## src/core/pwm_ovr_defs.svh

```systemverilog
// Register offsets, field positions and reset values of the PWM output override stage.
// Included by the package and the design; definitions only.
`ifndef PWM_OVR_DEFS_SVH
`define PWM_OVR_DEFS_SVH
`define ADDR_FAULT_A_CONTROL 4'h0
`define ADDR_FAULT_B_CONTROL 4'h1
`define ADDR_OUTPUT_OVERRIDE_CONTROL 4'h2
`define ADDR_OUTPUT_CONTROL 4'h3
`define ADDR_FAULT_STATUS 4'h4
`define ADDR_FAULT_MASK 4'h5
`define FAULT_MODE_BIT 7
`define FAULT_CTRL_WMASK 16'hff8f
`define RST_FAULT_CONTROL 16'h0000
`define RST_OVERRIDE_CONTROL 16'hff00
`define RST_OUTPUT_CONTROL 16'h00ff
`define RST_FAULT_MASK 16'h0000
`define OUT_CTRL_SYNC_BIT 8
`endif

```

## src/core/pwm_ovr_pkg.sv

```systemverilog
// Types shared by the PWM output override stage.
// Assumes pwm_ovr_defs.svh sits beside it.
`include "pwm_ovr_defs.svh"
package pwm_ovr_pkg;
  typedef logic [3:0] reg_addr_type;
  typedef logic [15:0] reg_data_type;
  typedef logic [7:0] pin_vec_type;
  typedef enum logic [0:0] {fault_free, fault_held} fault_state_type;
endpackage : pwm_ovr_pkg

```

## src/core/pwm_fault_override_ctrl.sv

```systemverilog
// Output-control stage of a four-pair PWM unit: fault forcing and manual override.
// Assumes raw PWM and the period strobe come from logic on clk; fault pins are async.
// Operation
// RULE1 - Fault in force on enabled pair drives each pin to its value bit.
// RULE2 - Mode bit 1 gives cycle-by-cycle fault, 0 gives latched fault.
// RULE3 - Latched fault holds governed pins at the upper-byte programmed states.
// RULE4 - First fault enable bits 0..3 choose which pairs respond.
// RULE5 - Second fault has its own four per-pair enable bits.
// RULE6 - Override-select bit 1 passes the generator signal to the pin.
// RULE7 - Override-select bit 0 takes the pin level from the manual bit.
// RULE8 - Overridden pin is asserted for manual bit 1, deasserted for 0.
// RULE9 - Fault control bits 6..4 ignore writes and read as zero.
// RULE10 - Sync select 1 applies overrides at period start, else next cycle.
// RULE11 - Pin enable 1 lets the block drive the pin, 0 releases it.
// RULE12 - Cycle-by-cycle fault releases at first period start after deassertion.
// RULE13 - Latched fault ends only after input low and flag cleared; the code waits for input high (fault deasserted) instead.
`timescale 1ns/10ps
`include "pwm_ovr_defs.svh"
module pwm_fault_override_ctrl (
  input wire logic clk, // 25 MHz instruction clock
  input wire logic arst_n, // Async reset, active low
  input wire pwm_ovr_pkg::reg_addr_type reg_addr, // Register index
  input wire pwm_ovr_pkg::reg_data_type reg_wdata, // Write data
  input wire logic reg_wr, // Write strobe
  input wire logic reg_rd, // Read strobe
  output pwm_ovr_pkg::reg_data_type reg_rdata, // Read data, cycle after strobe
  input wire logic [3:0] gen_high, // Raw generator high-side signals
  input wire logic [3:0] gen_low, // Raw generator low-side signals
  input wire logic period_start, // Time-base period strobe, one cycle
  input wire logic fault_a_pin_n, // First fault input, active low
  input wire logic fault_b_pin_n, // Second fault input, active low
  output logic [3:0] pair_high_output, // High-side pin levels
  output logic [3:0] pair_low_output, // Low-side pin levels
  output logic [3:0] high_output_pin_enable, // High-side pin drive enables
  output logic [3:0] low_output_pin_enable, // Low-side pin drive enables
  output logic irq // Level interrupt
);
  import pwm_ovr_pkg::*;

  reg_data_type fault_a_ctrl_ff, fault_b_ctrl_ff, ovd_ff, out_ctrl_ff, mask_ff;
  reg_data_type ovd_act_ff, rdata_ff;
  logic [1:0] status_ff;
  logic [1:0] sync_a_ff, sync_b_ff;
  fault_state_type state_a_ff, state_b_ff;
  logic [7:0] pin_out_ff;

  // Governed-pin mask in pin order {4H,4L,...,1H,1L} from the enable bits of a fault control word
  function automatic pin_vec_type pair_gov(input reg_data_type c, input logic act);
    pin_vec_type g;
    g = '0;
    for (int i = 0; i < 4; i++) begin
      g[2*i] = act & c[i]; // see RULE4 see RULE5
      g[2*i+1] = act & c[i];
    end
    return g;
  endfunction : pair_gov

  // Decode and synchronised fault levels
  wire wr_fa = reg_wr && reg_addr == `ADDR_FAULT_A_CONTROL;
  wire wr_fb = reg_wr && reg_addr == `ADDR_FAULT_B_CONTROL;
  wire wr_ovd = reg_wr && reg_addr == `ADDR_OUTPUT_OVERRIDE_CONTROL;
  wire wr_oc = reg_wr && reg_addr == `ADDR_OUTPUT_CONTROL;
  wire wr_st = reg_wr && reg_addr == `ADDR_FAULT_STATUS;
  wire wr_mk = reg_wr && reg_addr == `ADDR_FAULT_MASK;
  wire fault_a = sync_a_ff[1];
  wire fault_b = sync_b_ff[1];
  wire mode_a_cyc = fault_a_ctrl_ff[`FAULT_MODE_BIT];
  wire mode_b_cyc = fault_b_ctrl_ff[`FAULT_MODE_BIT];
  wire [1:0] clr = wr_st ? reg_wdata[1:0] : 2'h0;
  wire [1:0] evt = {fault_b, fault_a};
  wire [1:0] nxt_status = (status_ff & ~clr) | evt; // Set beats clear

  // Synchronisers; first stage is read only by the second
  always_ff @(posedge clk or negedge arst_n) begin
    if (!arst_n) begin
      sync_a_ff <= 2'h0;
      sync_b_ff <= 2'h0;
    end else begin
      sync_a_ff <= {sync_a_ff[0], ~fault_a_pin_n};
      sync_b_ff <= {sync_b_ff[0], ~fault_b_pin_n};
    end
  end

  // Register file; reserved fault bits 6..4 never store
  always_ff @(posedge clk or negedge arst_n) begin
    if (!arst_n) begin
      fault_a_ctrl_ff <= `RST_FAULT_CONTROL;
      fault_b_ctrl_ff <= `RST_FAULT_CONTROL;
      ovd_ff <= `RST_OVERRIDE_CONTROL;
      out_ctrl_ff <= `RST_OUTPUT_CONTROL;
      mask_ff <= `RST_FAULT_MASK;
      status_ff <= 2'h0;
    end else begin
      if (wr_fa) fault_a_ctrl_ff <= reg_wdata & `FAULT_CTRL_WMASK; // see RULE9
      if (wr_fb) fault_b_ctrl_ff <= reg_wdata & `FAULT_CTRL_WMASK; // see RULE9
      if (wr_ovd) ovd_ff <= reg_wdata;
      if (wr_oc) out_ctrl_ff <= {7'h00, reg_wdata[8:0]};
      if (wr_mk) mask_ff <= {14'h0000, reg_wdata[1:0]};
      status_ff <= nxt_status;
    end
  end

  // Override word reaches the pins now or at the period start
  wire ovd_load = !out_ctrl_ff[`OUT_CTRL_SYNC_BIT] || period_start; // see RULE10
  always_ff @(posedge clk or negedge arst_n) begin
    if (!arst_n) ovd_act_ff <= `RST_OVERRIDE_CONTROL;
    else if (ovd_load) ovd_act_ff <= ovd_ff;
  end

  // Fault hold states: cycle mode waits for a period start, latched waits for
  // input high (fault deasserted) and a cleared flag; writing the flag clear is the only way out
  wire rel_a = !fault_a && (mode_a_cyc ? period_start : !status_ff[0]); // see RULE12 see RULE13
  wire rel_b = !fault_b && (mode_b_cyc ? period_start : !status_ff[1]); // see RULE12 see RULE13
  always_ff @(posedge clk or negedge arst_n) begin
    if (!arst_n) begin
      state_a_ff <= fault_free;
      state_b_ff <= fault_free;
    end else begin
      unique case (state_a_ff) // see RULE2
        fault_free: if (fault_a) state_a_ff <= fault_held;
        fault_held: if (rel_a) state_a_ff <= fault_free;
      endcase
      unique case (state_b_ff)
        fault_free: if (fault_b) state_b_ff <= fault_held;
        fault_held: if (rel_b) state_b_ff <= fault_free;
      endcase
    end
  end

  // Pin selection: fault A wins over B, fault wins over manual override
  wire act_a = fault_a || state_a_ff == fault_held;
  wire act_b = fault_b || state_b_ff == fault_held;
  wire [7:0] gov_a = pair_gov(fault_a_ctrl_ff, act_a); // see RULE4
  wire [7:0] gov_b = pair_gov(fault_b_ctrl_ff, act_b); // see RULE5
  wire [7:0] gen_pins = {gen_high[3], gen_low[3], gen_high[2], gen_low[2],
                         gen_high[1], gen_low[1], gen_high[0], gen_low[0]};
  wire [7:0] man_pins = (ovd_act_ff[15:8] & gen_pins) | (~ovd_act_ff[15:8] & ovd_act_ff[7:0]); // see RULE6 see RULE7 see RULE8
  wire [7:0] flt_b_pins = (gov_b & fault_b_ctrl_ff[15:8]) | (~gov_b & man_pins);
  wire [7:0] nxt_pin_out = (gov_a & fault_a_ctrl_ff[15:8]) | (~gov_a & flt_b_pins); // see RULE1 see RULE3
  always_ff @(posedge clk or negedge arst_n) begin
    if (!arst_n) pin_out_ff <= 8'h00;
    else pin_out_ff <= nxt_pin_out;
  end
  for (genvar p = 0; p < 4; p++) begin : g_pin
    assign pair_high_output[p] = pin_out_ff[2*p+1];
    assign pair_low_output[p] = pin_out_ff[2*p];
  end
  assign high_output_pin_enable = out_ctrl_ff[7:4]; // see RULE11
  assign low_output_pin_enable = out_ctrl_ff[3:0]; // see RULE11
  assign irq = |(status_ff & mask_ff[1:0]);

  // Read mux; unmapped index reads zero
  reg_data_type nxt_rdata;
  always_comb begin
    nxt_rdata = 16'h0000;
    unique case (reg_addr)
      `ADDR_FAULT_A_CONTROL: nxt_rdata = fault_a_ctrl_ff;
      `ADDR_FAULT_B_CONTROL: nxt_rdata = fault_b_ctrl_ff;
      `ADDR_OUTPUT_OVERRIDE_CONTROL: nxt_rdata = ovd_ff;
      `ADDR_OUTPUT_CONTROL: nxt_rdata = out_ctrl_ff;
      `ADDR_FAULT_STATUS: nxt_rdata = {14'h0000, status_ff};
      `ADDR_FAULT_MASK: nxt_rdata = mask_ff;
      default: nxt_rdata = 16'h0000;
    endcase
  end
  always_ff @(posedge clk or negedge arst_n) begin
    if (!arst_n) rdata_ff <= 16'h0000;
    else if (reg_rd) rdata_ff <= nxt_rdata;
    else rdata_ff <= 16'h0000;
  end
  assign reg_rdata = rdata_ff;

  // Checks
  AST_FAULT_A_FORCE: assert property (@(posedge clk) disable iff (!arst_n) // see RULE1
    (fault_a && fault_a_ctrl_ff[0]) |=> pair_low_output[0] == $past(fault_a_ctrl_ff[8]))
    else $error("fault A did not force pin 1L");
  AST_LATCH_HOLD: assert property (@(posedge clk) disable iff (!arst_n) // see RULE3
    (state_a_ff == fault_held && !mode_a_cyc && status_ff[0]) |=> state_a_ff == fault_held)
    else $error("latched fault released early");
  AST_CYC_RELEASE: assert property (@(posedge clk) disable iff (!arst_n) // see RULE12
    (state_a_ff == fault_held && mode_a_cyc && !fault_a && !period_start) |=> state_a_ff == fault_held)
    else $error("cycle fault released off period start");
  AST_NO_ENABLE: assert property (@(posedge clk) disable iff (!arst_n) // see RULE4
    (!fault_a_ctrl_ff[1] && !act_b) |=> pair_high_output[1] == $past(man_pins[3]))
    else $error("disabled pair followed fault A");
  AST_FAULT_B: assert property (@(posedge clk) disable iff (!arst_n) // see RULE5
    (act_b && fault_b_ctrl_ff[2] && !act_a) |=> pair_high_output[2] == $past(fault_b_ctrl_ff[13]))
    else $error("fault B did not force pin 3H");
  AST_GEN_PASS: assert property (@(posedge clk) disable iff (!arst_n) // see RULE6
    (!act_a && !act_b && ovd_act_ff[8]) |=> pair_low_output[0] == $past(gen_low[0]))
    else $error("generator signal not passed");
  AST_MANUAL: assert property (@(posedge clk) disable iff (!arst_n) // see RULE7 see RULE8
    (!act_a && !act_b && !ovd_act_ff[9]) |=> pair_high_output[0] == $past(ovd_act_ff[1]))
    else $error("manual level not applied");
  AST_RESERVED: assert property (@(posedge clk) disable iff (!arst_n) // see RULE9
    fault_a_ctrl_ff[6:4] == 3'h0 && fault_b_ctrl_ff[6:4] == 3'h0)
    else $error("reserved fault bits stored");
  AST_SYNC_OVD: assert property (@(posedge clk) disable iff (!arst_n) // see RULE10
    (out_ctrl_ff[`OUT_CTRL_SYNC_BIT] && !period_start) |=> $stable(ovd_act_ff))
    else $error("override moved off period start");
  AST_ENABLE: assert property (@(posedge clk) disable iff (!arst_n) // see RULE11
    high_output_pin_enable == out_ctrl_ff[7:4])
    else $error("pin enable mismatch");
  AST_STICKY: assert property (@(posedge clk) disable iff (!arst_n) // see RULE13
    fault_a |=> status_ff[0])
    else $error("fault flag not set");

  // Per-pair ownership, so each pin can be checked against its own priority
  wire [3:0] a_owns = {4{act_a}} & fault_a_ctrl_ff[3:0]; // Pairs forced by fault A
  wire [3:0] b_owns = {4{act_b}} & fault_b_ctrl_ff[3:0]; // Pairs governed by fault B
  wire [3:0] b_wins = b_owns & ~a_owns; // A wins a shared pair
  wire [3:0] pair_free = ~a_owns & ~b_owns; // Pairs left to the override word

  // Fault A forcing, every pin but 1L; covers both held and live faults
  AST_FA_1H: assert property (@(posedge clk) disable iff (!arst_n) // see RULE1 see RULE3
    a_owns[0] |=> pair_high_output[0] == $past(fault_a_ctrl_ff[9]))
    else $error("fault A did not force pin 1H");

  AST_FA_2L: assert property (@(posedge clk) disable iff (!arst_n) // see RULE1 see RULE3
    a_owns[1] |=> pair_low_output[1] == $past(fault_a_ctrl_ff[10]))
    else $error("fault A did not force pin 2L");

  AST_FA_2H: assert property (@(posedge clk) disable iff (!arst_n) // see RULE1 see RULE3
    a_owns[1] |=> pair_high_output[1] == $past(fault_a_ctrl_ff[11]))
    else $error("fault A did not force pin 2H");

  AST_FA_3L: assert property (@(posedge clk) disable iff (!arst_n) // see RULE1 see RULE3
    a_owns[2] |=> pair_low_output[2] == $past(fault_a_ctrl_ff[12]))
    else $error("fault A did not force pin 3L");

  AST_FA_3H: assert property (@(posedge clk) disable iff (!arst_n) // see RULE1 see RULE3
    a_owns[2] |=> pair_high_output[2] == $past(fault_a_ctrl_ff[13]))
    else $error("fault A did not force pin 3H");

  AST_FA_4L: assert property (@(posedge clk) disable iff (!arst_n) // see RULE1 see RULE3
    a_owns[3] |=> pair_low_output[3] == $past(fault_a_ctrl_ff[14]))
    else $error("fault A did not force pin 4L");

  AST_FA_4H: assert property (@(posedge clk) disable iff (!arst_n) // see RULE1 see RULE3
    a_owns[3] |=> pair_high_output[3] == $past(fault_a_ctrl_ff[15]))
    else $error("fault A did not force pin 4H");

  // Fault B forcing where A does not own the pair
  AST_FB_1L: assert property (@(posedge clk) disable iff (!arst_n) // see RULE5 see RULE1
    b_wins[0] |=> pair_low_output[0] == $past(fault_b_ctrl_ff[8]))
    else $error("fault B did not force pin 1L");

  AST_FB_1H: assert property (@(posedge clk) disable iff (!arst_n) // see RULE5 see RULE1
    b_wins[0] |=> pair_high_output[0] == $past(fault_b_ctrl_ff[9]))
    else $error("fault B did not force pin 1H");

  AST_FB_2L: assert property (@(posedge clk) disable iff (!arst_n) // see RULE5 see RULE1
    b_wins[1] |=> pair_low_output[1] == $past(fault_b_ctrl_ff[10]))
    else $error("fault B did not force pin 2L");

  AST_FB_2H: assert property (@(posedge clk) disable iff (!arst_n) // see RULE5 see RULE1
    b_wins[1] |=> pair_high_output[1] == $past(fault_b_ctrl_ff[11]))
    else $error("fault B did not force pin 2H");

  AST_FB_3L: assert property (@(posedge clk) disable iff (!arst_n) // see RULE5 see RULE1
    b_wins[2] |=> pair_low_output[2] == $past(fault_b_ctrl_ff[12]))
    else $error("fault B did not force pin 3L");

  AST_FB_4L: assert property (@(posedge clk) disable iff (!arst_n) // see RULE5 see RULE1
    b_wins[3] |=> pair_low_output[3] == $past(fault_b_ctrl_ff[14]))
    else $error("fault B did not force pin 4L");

  AST_FB_4H: assert property (@(posedge clk) disable iff (!arst_n) // see RULE5 see RULE1
    b_wins[3] |=> pair_high_output[3] == $past(fault_b_ctrl_ff[15]))
    else $error("fault B did not force pin 4H");

  // Manual levels on free pairs; uses the active word, not the written one
  AST_MAN_1L: assert property (@(posedge clk) disable iff (!arst_n) // see RULE7 see RULE8
    (pair_free[0] && !ovd_act_ff[8]) |=> pair_low_output[0] == $past(ovd_act_ff[0]))
    else $error("manual level not applied to 1L");

  AST_MAN_2L: assert property (@(posedge clk) disable iff (!arst_n) // see RULE7 see RULE8
    (pair_free[1] && !ovd_act_ff[10]) |=> pair_low_output[1] == $past(ovd_act_ff[2]))
    else $error("manual level not applied to 2L");

  AST_MAN_2H: assert property (@(posedge clk) disable iff (!arst_n) // see RULE7 see RULE8
    (pair_free[1] && !ovd_act_ff[11]) |=> pair_high_output[1] == $past(ovd_act_ff[3]))
    else $error("manual level not applied to 2H");

  AST_MAN_3L: assert property (@(posedge clk) disable iff (!arst_n) // see RULE7 see RULE8
    (pair_free[2] && !ovd_act_ff[12]) |=> pair_low_output[2] == $past(ovd_act_ff[4]))
    else $error("manual level not applied to 3L");

  AST_MAN_3H: assert property (@(posedge clk) disable iff (!arst_n) // see RULE7 see RULE8
    (pair_free[2] && !ovd_act_ff[13]) |=> pair_high_output[2] == $past(ovd_act_ff[5]))
    else $error("manual level not applied to 3H");

  AST_MAN_4L: assert property (@(posedge clk) disable iff (!arst_n) // see RULE7 see RULE8
    (pair_free[3] && !ovd_act_ff[14]) |=> pair_low_output[3] == $past(ovd_act_ff[6]))
    else $error("manual level not applied to 4L");

  AST_MAN_4H: assert property (@(posedge clk) disable iff (!arst_n) // see RULE7 see RULE8
    (pair_free[3] && !ovd_act_ff[15]) |=> pair_high_output[3] == $past(ovd_act_ff[7]))
    else $error("manual level not applied to 4H");

  // Generator pass-through on free pairs
  AST_GEN_1H: assert property (@(posedge clk) disable iff (!arst_n) // see RULE6
    (pair_free[0] && ovd_act_ff[9]) |=> pair_high_output[0] == $past(gen_high[0]))
    else $error("generator signal not passed to 1H");

  AST_GEN_2L: assert property (@(posedge clk) disable iff (!arst_n) // see RULE6
    (pair_free[1] && ovd_act_ff[10]) |=> pair_low_output[1] == $past(gen_low[1]))
    else $error("generator signal not passed to 2L");

  AST_GEN_2H: assert property (@(posedge clk) disable iff (!arst_n) // see RULE6
    (pair_free[1] && ovd_act_ff[11]) |=> pair_high_output[1] == $past(gen_high[1]))
    else $error("generator signal not passed to 2H");

  AST_GEN_3L: assert property (@(posedge clk) disable iff (!arst_n) // see RULE6
    (pair_free[2] && ovd_act_ff[12]) |=> pair_low_output[2] == $past(gen_low[2]))
    else $error("generator signal not passed to 3L");

  AST_GEN_3H: assert property (@(posedge clk) disable iff (!arst_n) // see RULE6
    (pair_free[2] && ovd_act_ff[13]) |=> pair_high_output[2] == $past(gen_high[2]))
    else $error("generator signal not passed to 3H");

  AST_GEN_4L: assert property (@(posedge clk) disable iff (!arst_n) // see RULE6
    (pair_free[3] && ovd_act_ff[14]) |=> pair_low_output[3] == $past(gen_low[3]))
    else $error("generator signal not passed to 4L");

  AST_GEN_4H: assert property (@(posedge clk) disable iff (!arst_n) // see RULE6
    (pair_free[3] && ovd_act_ff[15]) |=> pair_high_output[3] == $past(gen_high[3]))
    else $error("generator signal not passed to 4H");

  // Flags, interrupt, low pin enables and bus idle level
  AST_IRQ_SET: assert property (@(posedge clk) disable iff (!arst_n) // see RULE13
    (fault_a && mask_ff[0]) |=> irq)
    else $error("unmasked fault gave no interrupt");

  AST_CLEAR: assert property (@(posedge clk) disable iff (!arst_n) // see RULE13
    (status_ff[0] && !fault_a && wr_st && reg_wdata[0]) |=> !status_ff[0])
    else $error("fault flag not cleared");

  AST_LOW_ENABLE: assert property (@(posedge clk) disable iff (!arst_n) // see RULE11
    low_output_pin_enable == out_ctrl_ff[3:0])
    else $error("low pin enable mismatch");

  AST_RDATA_IDLE: assert property (@(posedge clk) disable iff (!arst_n)
    !reg_rd |=> reg_rdata == 16'h0000)
    else $error("read data not zero outside read");

  COV_MANUAL: cover property (@(posedge clk) disable iff (!arst_n)
    pair_free[0] && !ovd_act_ff[8]);
  COV_B_LATCH: cover property (@(posedge clk) disable iff (!arst_n)
    state_b_ff == fault_held && !mode_b_cyc);
  COV_LATCH: cover property (@(posedge clk) disable iff (!arst_n)
    state_a_ff == fault_held && !mode_a_cyc ##1 state_a_ff == fault_free);
  COV_CYCLE: cover property (@(posedge clk) disable iff (!arst_n)
    state_b_ff == fault_held && mode_b_cyc ##1 state_b_ff == fault_free);
  COV_IRQ: cover property (@(posedge clk) disable iff (!arst_n) $rose(irq));
endmodule : pwm_fault_override_ctrl

```

## config.mk

```make
export PLATFORM = sky130hd
export DESIGN_NAME = pwm_fault_override_ctrl
export DESIGN_NICKNAME = d
export VERILOG_FILES = /design/src/core/pwm_ovr_pkg.sv /design/src/core/pwm_fault_override_ctrl.sv
export VERILOG_INCLUDE_DIRS = /design/src /design/src/core
export SDC_FILE = /design/constraint.sdc
export NUM_CORES = 1
export LEC_CHECK = 0
export ABC_AREA = 1
export CORE_ASPECT_RATIO = 0.9
export CORE_UTILIZATION = 55
export DETAILED_ROUTE_END_ITERATION = 16
export DONT_BUFFER_PORTS = 1
export PLACE_DENSITY = 0.78
export SETUP_SLACK_MARGIN = 0.05
export SLEW_MARGIN = 15
export SYNTH_ARGS = -nofsm -noshare
export SYNTH_HDL_FRONTEND = slang
export SYNTH_SLANG_ARGS = --single-unit
```

## constraint.sdc

```tcl
create_clock -name clk -period 3.15 [get_ports clk]
set_input_delay 0 -clock clk [delete_from_list [all_inputs] [get_ports clk]]
set_output_delay 0 -clock clk [all_outputs]
set_load 0.02 [all_outputs]
```

### Word level (Yosys, flattened, before mapping)

Index checks and enable logic that the tools add are counted.

* output and inout port bits: 33
* logic and storage cells: 75
* register bits after elaboration: 101
* input bits: 35

* muxes and demuxes: 11
* equal/unequal tests: 5
* bitwise gates (word level): 28
* reductions and logical operators: 18

Operators with widths (count)
* $pmux 16 s6: 1
* $and 8x8->8: 6
* $not 8->8: 3
* $or 8x8->8: 3
* $mux 16: 1
* $and 1x1->1: 8
* $eq 4x2->1 const B: 2
* $eq 4x3->1 const B: 2
* $logic_and 1x1->1: 8
* $mux 1: 6
* $logic_not 1->1: 5
* $and 2x2->2: 2
* $eq 4x1->1 const B: 1
* $logic_not 4->1: 1
* $not 1->1: 4
* $pmux 1 s2: 2
* $logic_or 1x1->1: 3
* $mux 2: 1
* $not 2->2: 1
* $or 2x2->2: 1
* $reduce_or 2->1: 1

### Logic depth before layout (Yosys ltp)

Gate-level depths: netlist of run 1.

* depth in word-level cells: 7
* mapped depth: 9
* gate-level depth less buffers: 8

### Worst setup path before layout of run 1

OpenSTA, ideal clock, no wires.

* kind: register to register
* from: reg out_ctrl_ff[8]
* to: reg ovd_act_ff[13]
* slack: 1972 ps
* library setup time: 82 ps
* data arrival time: 1096 ps
* period minus slack after synthesis: 1178 ps
* stages on the path, launching flop included: 4
* cells stage by stage: dfrtp_1 -> nand2_1 -> buf_2 -> mux2_2

* cells in the longest elaborated chain, start to end: 2

RTL lines
* start, declared: line pwm_fault_override_ctrl.sv:40 `reg_data_type fault_a_ctrl_ff, fault_b_ctrl_ff, ovd_ff, out_ctrl_ff, mask_ff;`
* start signal, assigned: line pwm_fault_override_ctrl.sv:90 `` out_ctrl_ff <= `RST_OUTPUT_CONTROL; ``
* start signal, assigned: line pwm_fault_override_ctrl.sv:97 `if (wr_oc) out_ctrl_ff <= {7'h00, reg_wdata[8:0]};`
* $logic_not 1->1: line pwm_fault_override_ctrl.sv:104 `` wire ovd_load = !out_ctrl_ff[`OUT_CTRL_SYNC_BIT] || period_start; ``
* $logic_or 1x1->1: line pwm_fault_override_ctrl.sv:104
* end signal, assigned: line pwm_fault_override_ctrl.sv:106 `` if (!arst_n) ovd_act_ff <= `RST_OVERRIDE_CONTROL; ``
* end signal, assigned: line pwm_fault_override_ctrl.sv:107 `else if (ovd_load) ovd_act_ff <= ovd_ff;`
* end, declared: line pwm_fault_override_ctrl.sv:41 `reg_data_type ovd_act_ff, rdata_ff;`

Every way passes these cells.
A chain may end at the register's enable or synchronous reset.

### Worst setup path after layout of run 1

* from: in reg_addr[1]
* to: reg mask_ff[0]

* cells in the longest elaborated chain, start to end: 2

RTL lines
* start, declared: line pwm_fault_override_ctrl.sv:22 `input wire pwm_ovr_pkg::reg_addr_type reg_addr,`
* $eq 4x3->1
* $logic_and 1x1->1 (no source line)
* end signal, assigned: line pwm_fault_override_ctrl.sv:91 `` mask_ff <= `RST_FAULT_MASK; ``
* end signal, assigned: line pwm_fault_override_ctrl.sv:98 `if (wr_mk) mask_ff <= {14'h0000, reg_wdata[1:0]};`
* end, declared: line pwm_fault_override_ctrl.sv:40

Every way passes these cells.

==> summary.md, run 1 <==
| Metric | Value |
|---|---|
| Final worst path period need | 1.68 ns |
| Post-route ant nets | 0 |
| Slew Limit Fails | 0 |
| Primary FF master, synth | dfrtp_1 |
| Final setup TNS | 0 ns |
| RSZ-0062 raised after global routing | no |
| Tcrit/Tclk final | 0.533 |
| Congestion Overflow GR | 0 |
| Synthesized net count | 532 |
| Clock slew at reported path FFs | 0.09 ns |
| Cell taking the most area after synthesis | dfrtp_1 |
| Clk root buf | clkbuf_8 |
| Initial antenna violation count | 0 |
| Share of the synthesized area in the top cell type | 0.436 |
| Peak Freq | 596 MHz |
| Static leakage | 2.42 nW |
| Initial core utilization | 0.577 |
| Status | finished, final reports clean |
| HPWL after DPL | 6310 um |
| Startpoint class of the critical path | primary input |
| Vias | 3492 |
| Final core utilization | 0.651 |
| DR iter-0 viols | 298 |
| First-pass GRT wire length | 16700 um |
| 1st-pass router iterations | 5 |
| #FFs+latches synth | 101 |
| Crit-path max FO | 17 |
| Gr usage total | 0.267 |
| Core ar. | 7660 um2 |
| Endpoint class of the critical path | flip-flop |
| Post-Syn Area | 4420 um2 |
| Slew at the pin closest to its max-slew limit | 0.916 ns |
| Number of vias per cell | 5.62 |
| Worst EP required | 3.40 ns |
| Cell mode on critical path | dlygate4sd3_1 |
| DRC | 0 |
| Post_cts resized | 0 |
| CTS H-tree lvls | 3 |
| Synth top area cells | dfrtp_1 (44%), dfstp_2 (14%), nand2_1 (11%) |
| Peak supply drop | 312 uV |
| CTS tree | done |
| CP cell instances | dlygate4sd3_1 > nor2_4 > nand3_1 > nand2_1 > o21ai_0 > dlygate4sd3_1 |
| Sink Count | 101 |
| Synth Warn # | 0 |
| Hold Vio Cnt, Final | 0 |
| Share of cells above drive strength 1 | 0.120 |
| Drt wl/cell | 16.3 um |
| WL final | 10100 um |
| CTS buffer count | 9 |
| Critical path arrival | 1.93 ns |
| Unique masters post-synth | 29 |
| Final GP Congestion | 0.873 |
| Post-synthesis async set-or-reset flop share | 1.00 |
| Antenna Cells | 0 |
| Slowest-stage cell, CP | dlygate4sd3_1 |
| Top Ports | 68 |
| Clock network latency to the later pin of the worst-skew pair | 0.37 ns |
| DIE WIDTH | 96.5 um |
| Area Overhead vs Synth | 12.7% |
| Clk buf depth | 2 |
| Synth Instances | 497 |
| Slew HR | 0.388 |
| Max incr delay on CP | 0.57 ns |
| Pwr/cell area | 647 nW/um2 |
| Rows | 30 |
| Chip height | 87.1 um |
| Post-synth EDFFs | 0 |
| Die area | 8400 um2 |
| Worst hold path type | primary input to flip-flop |
| Seq/Total Area, Yosys | 0.578 |
| Buffers added on ports | 0 |
| Critical path type | primary input to flip-flop |
| Fill cells | 628 |
| Net count, final | 555 |
| Vias in the first global route | 3504 |
| Setup violations, final | 0 |
| Mean post-synth cell area | 8.90 um2 |
| Worst Skew | 0.00577 ns |
| Largest net degree at the start of global routing | 102 |
| Max Cap Viol | 0 |
[synthesized netlist by cell type (2+ instances only)]
master and instances:
nor2_4 2, nand3_1 50, dfstp_2 24, nor3_1 2, clkbuf_2 2, a31oi_1 4, buf_4 11, nor2_1 23
o21ai_0 51, a21oi_1 6, clkbuf_1 3, dfrtp_1 77, buf_6 3, o21ai_1 23, o211ai_1 2, or2_2 3
o21ai_2 2, buf_2 7, nand2_1 132, nor2_2 3, nand3_2 2, inv_1 52, mux2_2 7
[per-stage QoR]
step	cells	setup WS, ns	hold slack [ns]	power (mW)	cell area (um2)
6_report	621	1.47	0.00732	3.22	4980
3_3_place_gp	567	1.53	-0.292	2.26	4370
4_1_cts	621	1.53	0.0000541	3.23	4980
3_5_place_dp	567	1.47	-0.292	2.30	4370
5_1_grt	621	1.38	0.0232	3.40	4980
2_1_floorplan	497	1.97	-0.296	2.19	4420
[state kept, by name, indices dropped and copies added (netlist names)]
register         flops
ovd_ff              16
state_b_ff           1
sync_b_ff            2
mask_ff              2
fault_a_ctrl_ff     13
pin_out_ff           8
out_ctrl_ff          9
ovd_act_ff          16
status_ff            2
sync_a_ff            2
fault_b_ctrl_ff     13
reg_rdata           16
state_a_ff           1
[final timing paths]
check	start	end	slack, ns	cells past startpoint
worst max-delay path	reg_addr[1]	mask_ff[0]$_DFFE_PN0P_	1.47	6
max in group asynchronous	arst_n	out_ctrl_ff[1]$_DFFE_PN1P_	2.53	2
min in group asynchronous	arst_n	ovd_act_ff[1]$_DFFE_PN0P_	0.19	2
worst max register to register	out_ctrl_ff[8]$_DFFE_PN0P_	ovd_act_ff[3]$_DFFE_PN0P_	1.56	3
worst min register to register	sync_a_ff[0]$_DFF_PN0_	sync_a_ff[1]$_DFF_PN0_	0.36	0
worst min-delay path	gen_high[0]	pin_out_ff[1]$_DFF_PN0_	0.007	4
[kinds of logic (layout without fill, tap and decap cells)]
kind of cell,Yosys count,after routing,synth area share
buf+inv,81,109,0.0857
flops,101,101,0.578
simple gates,219,219,0.213
compound gates,89,89,0.106
mux,7,7,0.0178
[cells in the final DEF, fill, tap and decap left out]
master         instances
nand2_1              132
dfrtp_1               77
inv_1                 52
o21ai_0               51
nand3_1               50
dlygate4sd3_1         37
dfstp_2               24
nor2_1                23
o21ai_1               23
clkbuf_8              12
mux2_2                 7
a21oi_1                6
a31oi_1                4
nor2_2                 3
or2_2                  3
nor2_4                 2
o211ai_1               2
nor3_1                 2
nand3_2                2
o21ai_2                2
inv_2                  1
clkinv_1               1
a22o_1                 1
nand2_2                1
nand2_4                1
clkinvlp_4             1
clkinv_2               1
bufinv_16              1
clkbuf_1               1
buf_16                 1
buf_4                  1
[final cells by class]
cell class                 instances  area [um2]  share of cell area
clock buffer                      13         169              0.0339
clock inverter                     3        42.5             0.00854
inverter                          54         203              0.0407
multi-input combinational        315        1490               0.298
sequential                       101        2560               0.513
tap                               96         120              0.0241
timing repair buffer              39         405              0.0814
[what timing repair did]
action	4_1_cts	5_1_grt
hold endpoints to repair	183	0
hold buffers	38	0
buffers inserted	0	0
[metal layers]
layer	global-route usage	part of all wire	vias to the layer above
li1	-	-	1626
met1	0.351	0.44	1683
met2	0.421	0.47	163
met3	0.0785	0.077	20
met4	0.0949	0.017	0
met5	0	0	-
[critical path, delay by kind of cell]
| kind | cells | cell delay [ns] |
|---|---|---|
| compound gates | 1 | 0.07 |
| buf+inv | 2 | 1.13 |
| simple gates | 3 | 0.74 |
[where the power goes]
part	internal, mW	total [mW]	switching (mW)
clock network	0.432	0.860	0.429
logic	0.211	0.503	0.292
registers	1.59	1.86	0.267
Note: power is estimated with default switching activity, not from simulation.
==> run 2: changes to the inputs <==
ABC_AREA = 0   (was 1)
PLACE_DENSITY = 0.81   (was 0.78)
clock period = 1.5 ns   (was 3.15 ns; I/O delays follow)
==> run 2 against run 1 <==
Against the previous run:
- non-clock buffer count grew 11
- clock skew rose by 0.0057 ns
- setup slack lost 1.5 ns
- first-iteration DRC count is 54% lower
- register-to-register slack got worse by 1.5 ns
- die area is 1.3% higher
- worst hold slack worse by 0.69 ns
- the flow now finishes with violations (negative hold slack)
- power up 140%
- core utilization is 3.0 points higher
- synthesized area rose by 1.4%
- global-route usage down 2.0 points
- cell area up 5.7%
==> summary.md, run 2 <==
| Metric | Value |
|---|---|
| First-pass GRT wire length | 15700 um |
| Seq/Total Area, Yosys | 0.571 |
| Mean post-synth cell area | 14.1 um2 |
| Endpoint class of the critical path | flip-flop |
| Clock slew at reported path FFs | 0.11 ns |
| Max incr delay on CP | 0.56 ns |
| Pwr/cell area | 1450 nW/um2 |
| HPWL after DPL | 6060 um |
| Peak supply drop | 881 uV |
| Synth top cells by count | mux2_2 (86), dfrtp_1 (77), dfstp_2 (24) |
| Congestion Overflow GR | 0 |
| Tcrit/Tclk final | 0.987 |
| Worst EP required | 1.77 ns |
| Setup violations, final | 0 |
| Initial core utilization | 0.580 |
| Post-synth EDFFs | 0 |
| Vias in the first global route | 2819 |
| Vias | 2656 |
| Clock network latency to the later pin of the worst-skew pair | 0.37 ns |
| DRC | 0 |
| Critical path type | flip-flop to flip-flop |
| Area Overhead vs Synth | 17.5% |
| CTS tree | done |
| Commonest non-fill, non-tap cells in the layout | dfrtp_1 (75), mux2_2 (64), dlygate4sd3_1 (33) |
| Peak Freq | 675 MHz |
| Fin worst setup slack | 0.0192 ns |
| Static leakage | 2.32 nW |
| Synth Instances | 317 |
| CTS H-tree lvls | 3 |
| Max Cap Viol | 0 |
| Slew HR | 0.506 |
| Post-route cell area | 5270 um2 |
| Chip height | 87.6 um |
| Worst r2r src | ovd_act_ff[15]$_DFFE_PN1P_ |
| 1st-pass router iterations | 4 |
| FF-to-FF path depth | 3 |
| Top-count cell post-synth | mux2_2 |
| Final worst path period need | 1.48 ns |
| Synthesized net count | 352 |
| Slowest-stage cell, CP | dfstp_2 |
| DP Area | 4550 um2 |
| Post-synthesis async set-or-reset flop share | 1.00 |
| Synth top area cells | dfrtp_1 (43%), mux2_2 (22%), dfstp_2 (14%) |
| Synth Warn # | 0 |
| Die area | 8510 um2 |
| Pre-CTS setup slack | 0.00406 ns |
| Share of cells above drive strength 1 | 0.472 |
| Failing checks | negative hold slack |
| Min Hold Slack | -0.685 ns |
| Clk root buf | clkbuf_8 |
| CP top delay family | multiplexers |
| Final GP Congestion | 0.798 |
| Most common cell after layout, fill and taps aside | dfrtp_1 |
| Initial antenna violation count | 0 |
| Crit-path max FO | 2 |
| WL final | 10100 um |
| Number of vias per cell | 5.80 |
| RSZ-0062 raised after global routing | yes |
| CTS buffer count | 9 |
| Sink Count | 101 |
| Top Ports | 68 |
| Antenna Cells | 0 |
| DR iter-0 viols | 137 |
| Share of the synthesized area in the top cell type | 0.430 |
| Slew Limit Fails | 0 |
| Core ar. | 7730 um2 |
| Final core utilization | 0.681 |
| Drt wl/cell | 22.0 um |
| Post-route ant nets | 0 |
| Post-Syn Area | 4480 um2 |
| DIE WIDTH | 97.2 um |
| Net count, final | 392 |
| Hold Vio Cnt, Final | 102 |
| Largest net degree at the start of global routing | 102 |
| #FFs+latches synth | 101 |
| R2r endpoint | pin_out_ff[7]$_DFF_PN0_ |
| Primary FF master, synth | dfrtp_1 |
| CP bufs+invs | 0 |
| Cell taking the most area after synthesis | dfrtp_1 |
| Clk buf depth | 2 |
| Slew at the pin closest to its max-slew limit | 0.738 ns |
| Worst Skew | 0.0115 ns |
| Startpoint class of the critical path | flip-flop |
| FF-to-FF setup slack | 0.02 ns |
| CP cell instances | mux2_4 > mux2_4 > mux2_4 |
| Rows | 30 |
| Worst hold path type | primary input to asynchronous set/reset pin |
| Critical path arrival | 1.75 ns |
| Status | complete, but fails checks |
| Gr usage total | 0.246 |
| Buffers added on ports | 0 |
| Cell mode on critical path | mux2_4 |
| Unique masters post-synth | 33 |
[run 2: area by class of cell]
type,instances,area (um2)
clock buffer,9,124
multi-input combinational,193,1880
sequential,101,2560
clock inverter,7,105
timing repair buffer,50,469
inverter,2,7.51
tap,96,120
fill,550,2470
[run 2: cell families after synthesis]
kind of cell,after synthesis,synth area share
AO/OA/AOI/OAI,28,0.0382
AND/OR/NAND/NOR,48,0.0600
flip-flops,101,0.571
multiplexers,117,0.297
buffers and inverters,23,0.0343
[run 2: per-layer routing]
metal,global-route usage,vias to the layer above,part of all wire
met5,0,-,0
met4,0.0624,0,0.010
met3,0.0615,11,0.068
met2,0.416,94,0.50
met1,0.324,1345,0.42
li1,-,1206,-
[run 2: repair_timing]
action / CTS / global route
endpoints found under the setup margin: 8 / 37
gates resized for setup: 20 / 17
hold buffers: 33 / 2
hold endpoints to repair: 176 / 107
buffers inserted: 0 / 4
pin swaps: 0 / 3
[run 2: how the worst max path moves through the flow]
stage,startpoint,endpoint,slack (ns),cells past startpoint
after detailed placement,sync_b_ff[1]$_DFF_PN0_,pin_out_ff[1]$_DFF_PN0_,0.004,4
after CTS,ovd_act_ff[12]$_DFFE_PN1P_,pin_out_ff[4]$_DFF_PN0_,0.03,3
after floorplan,ovd_act_ff[8]$_DFFE_PN1P_,pin_out_ff[0]$_DFF_PN0_,0.06,3
after global routing,ovd_act_ff[14]$_DFFE_PN1P_,pin_out_ff[6]$_DFF_PN0_,-0.008,3
final,ovd_act_ff[15]$_DFFE_PN1P_,pin_out_ff[7]$_DFF_PN0_,0.02,3
after global placement,sync_b_ff[1]$_DFF_PN0_,pin_out_ff[1]$_DFF_PN0_,0.0005,4
[run 2: where the power goes]
group          internal (mW)  switching, mW
logic                   1.07          0.499
registers               3.44          0.666
clock network          0.966          0.980
[run 2: through the flow]
stage | hold slack, ns | total power, mW | TNS, ns | cells
floorplan | -0.296 | 5.08 | 0 | 317
global placement | -0.292 | 5.27 | 0 | 405
detailed placement | -0.293 | 5.35 | 0 | 405
CTS | -0.700 | 7.56 | 0 | 454
global route | -0.706 | 7.95 | -0.0136 | 458
finish | -0.685 | 7.62 | 0 | 458
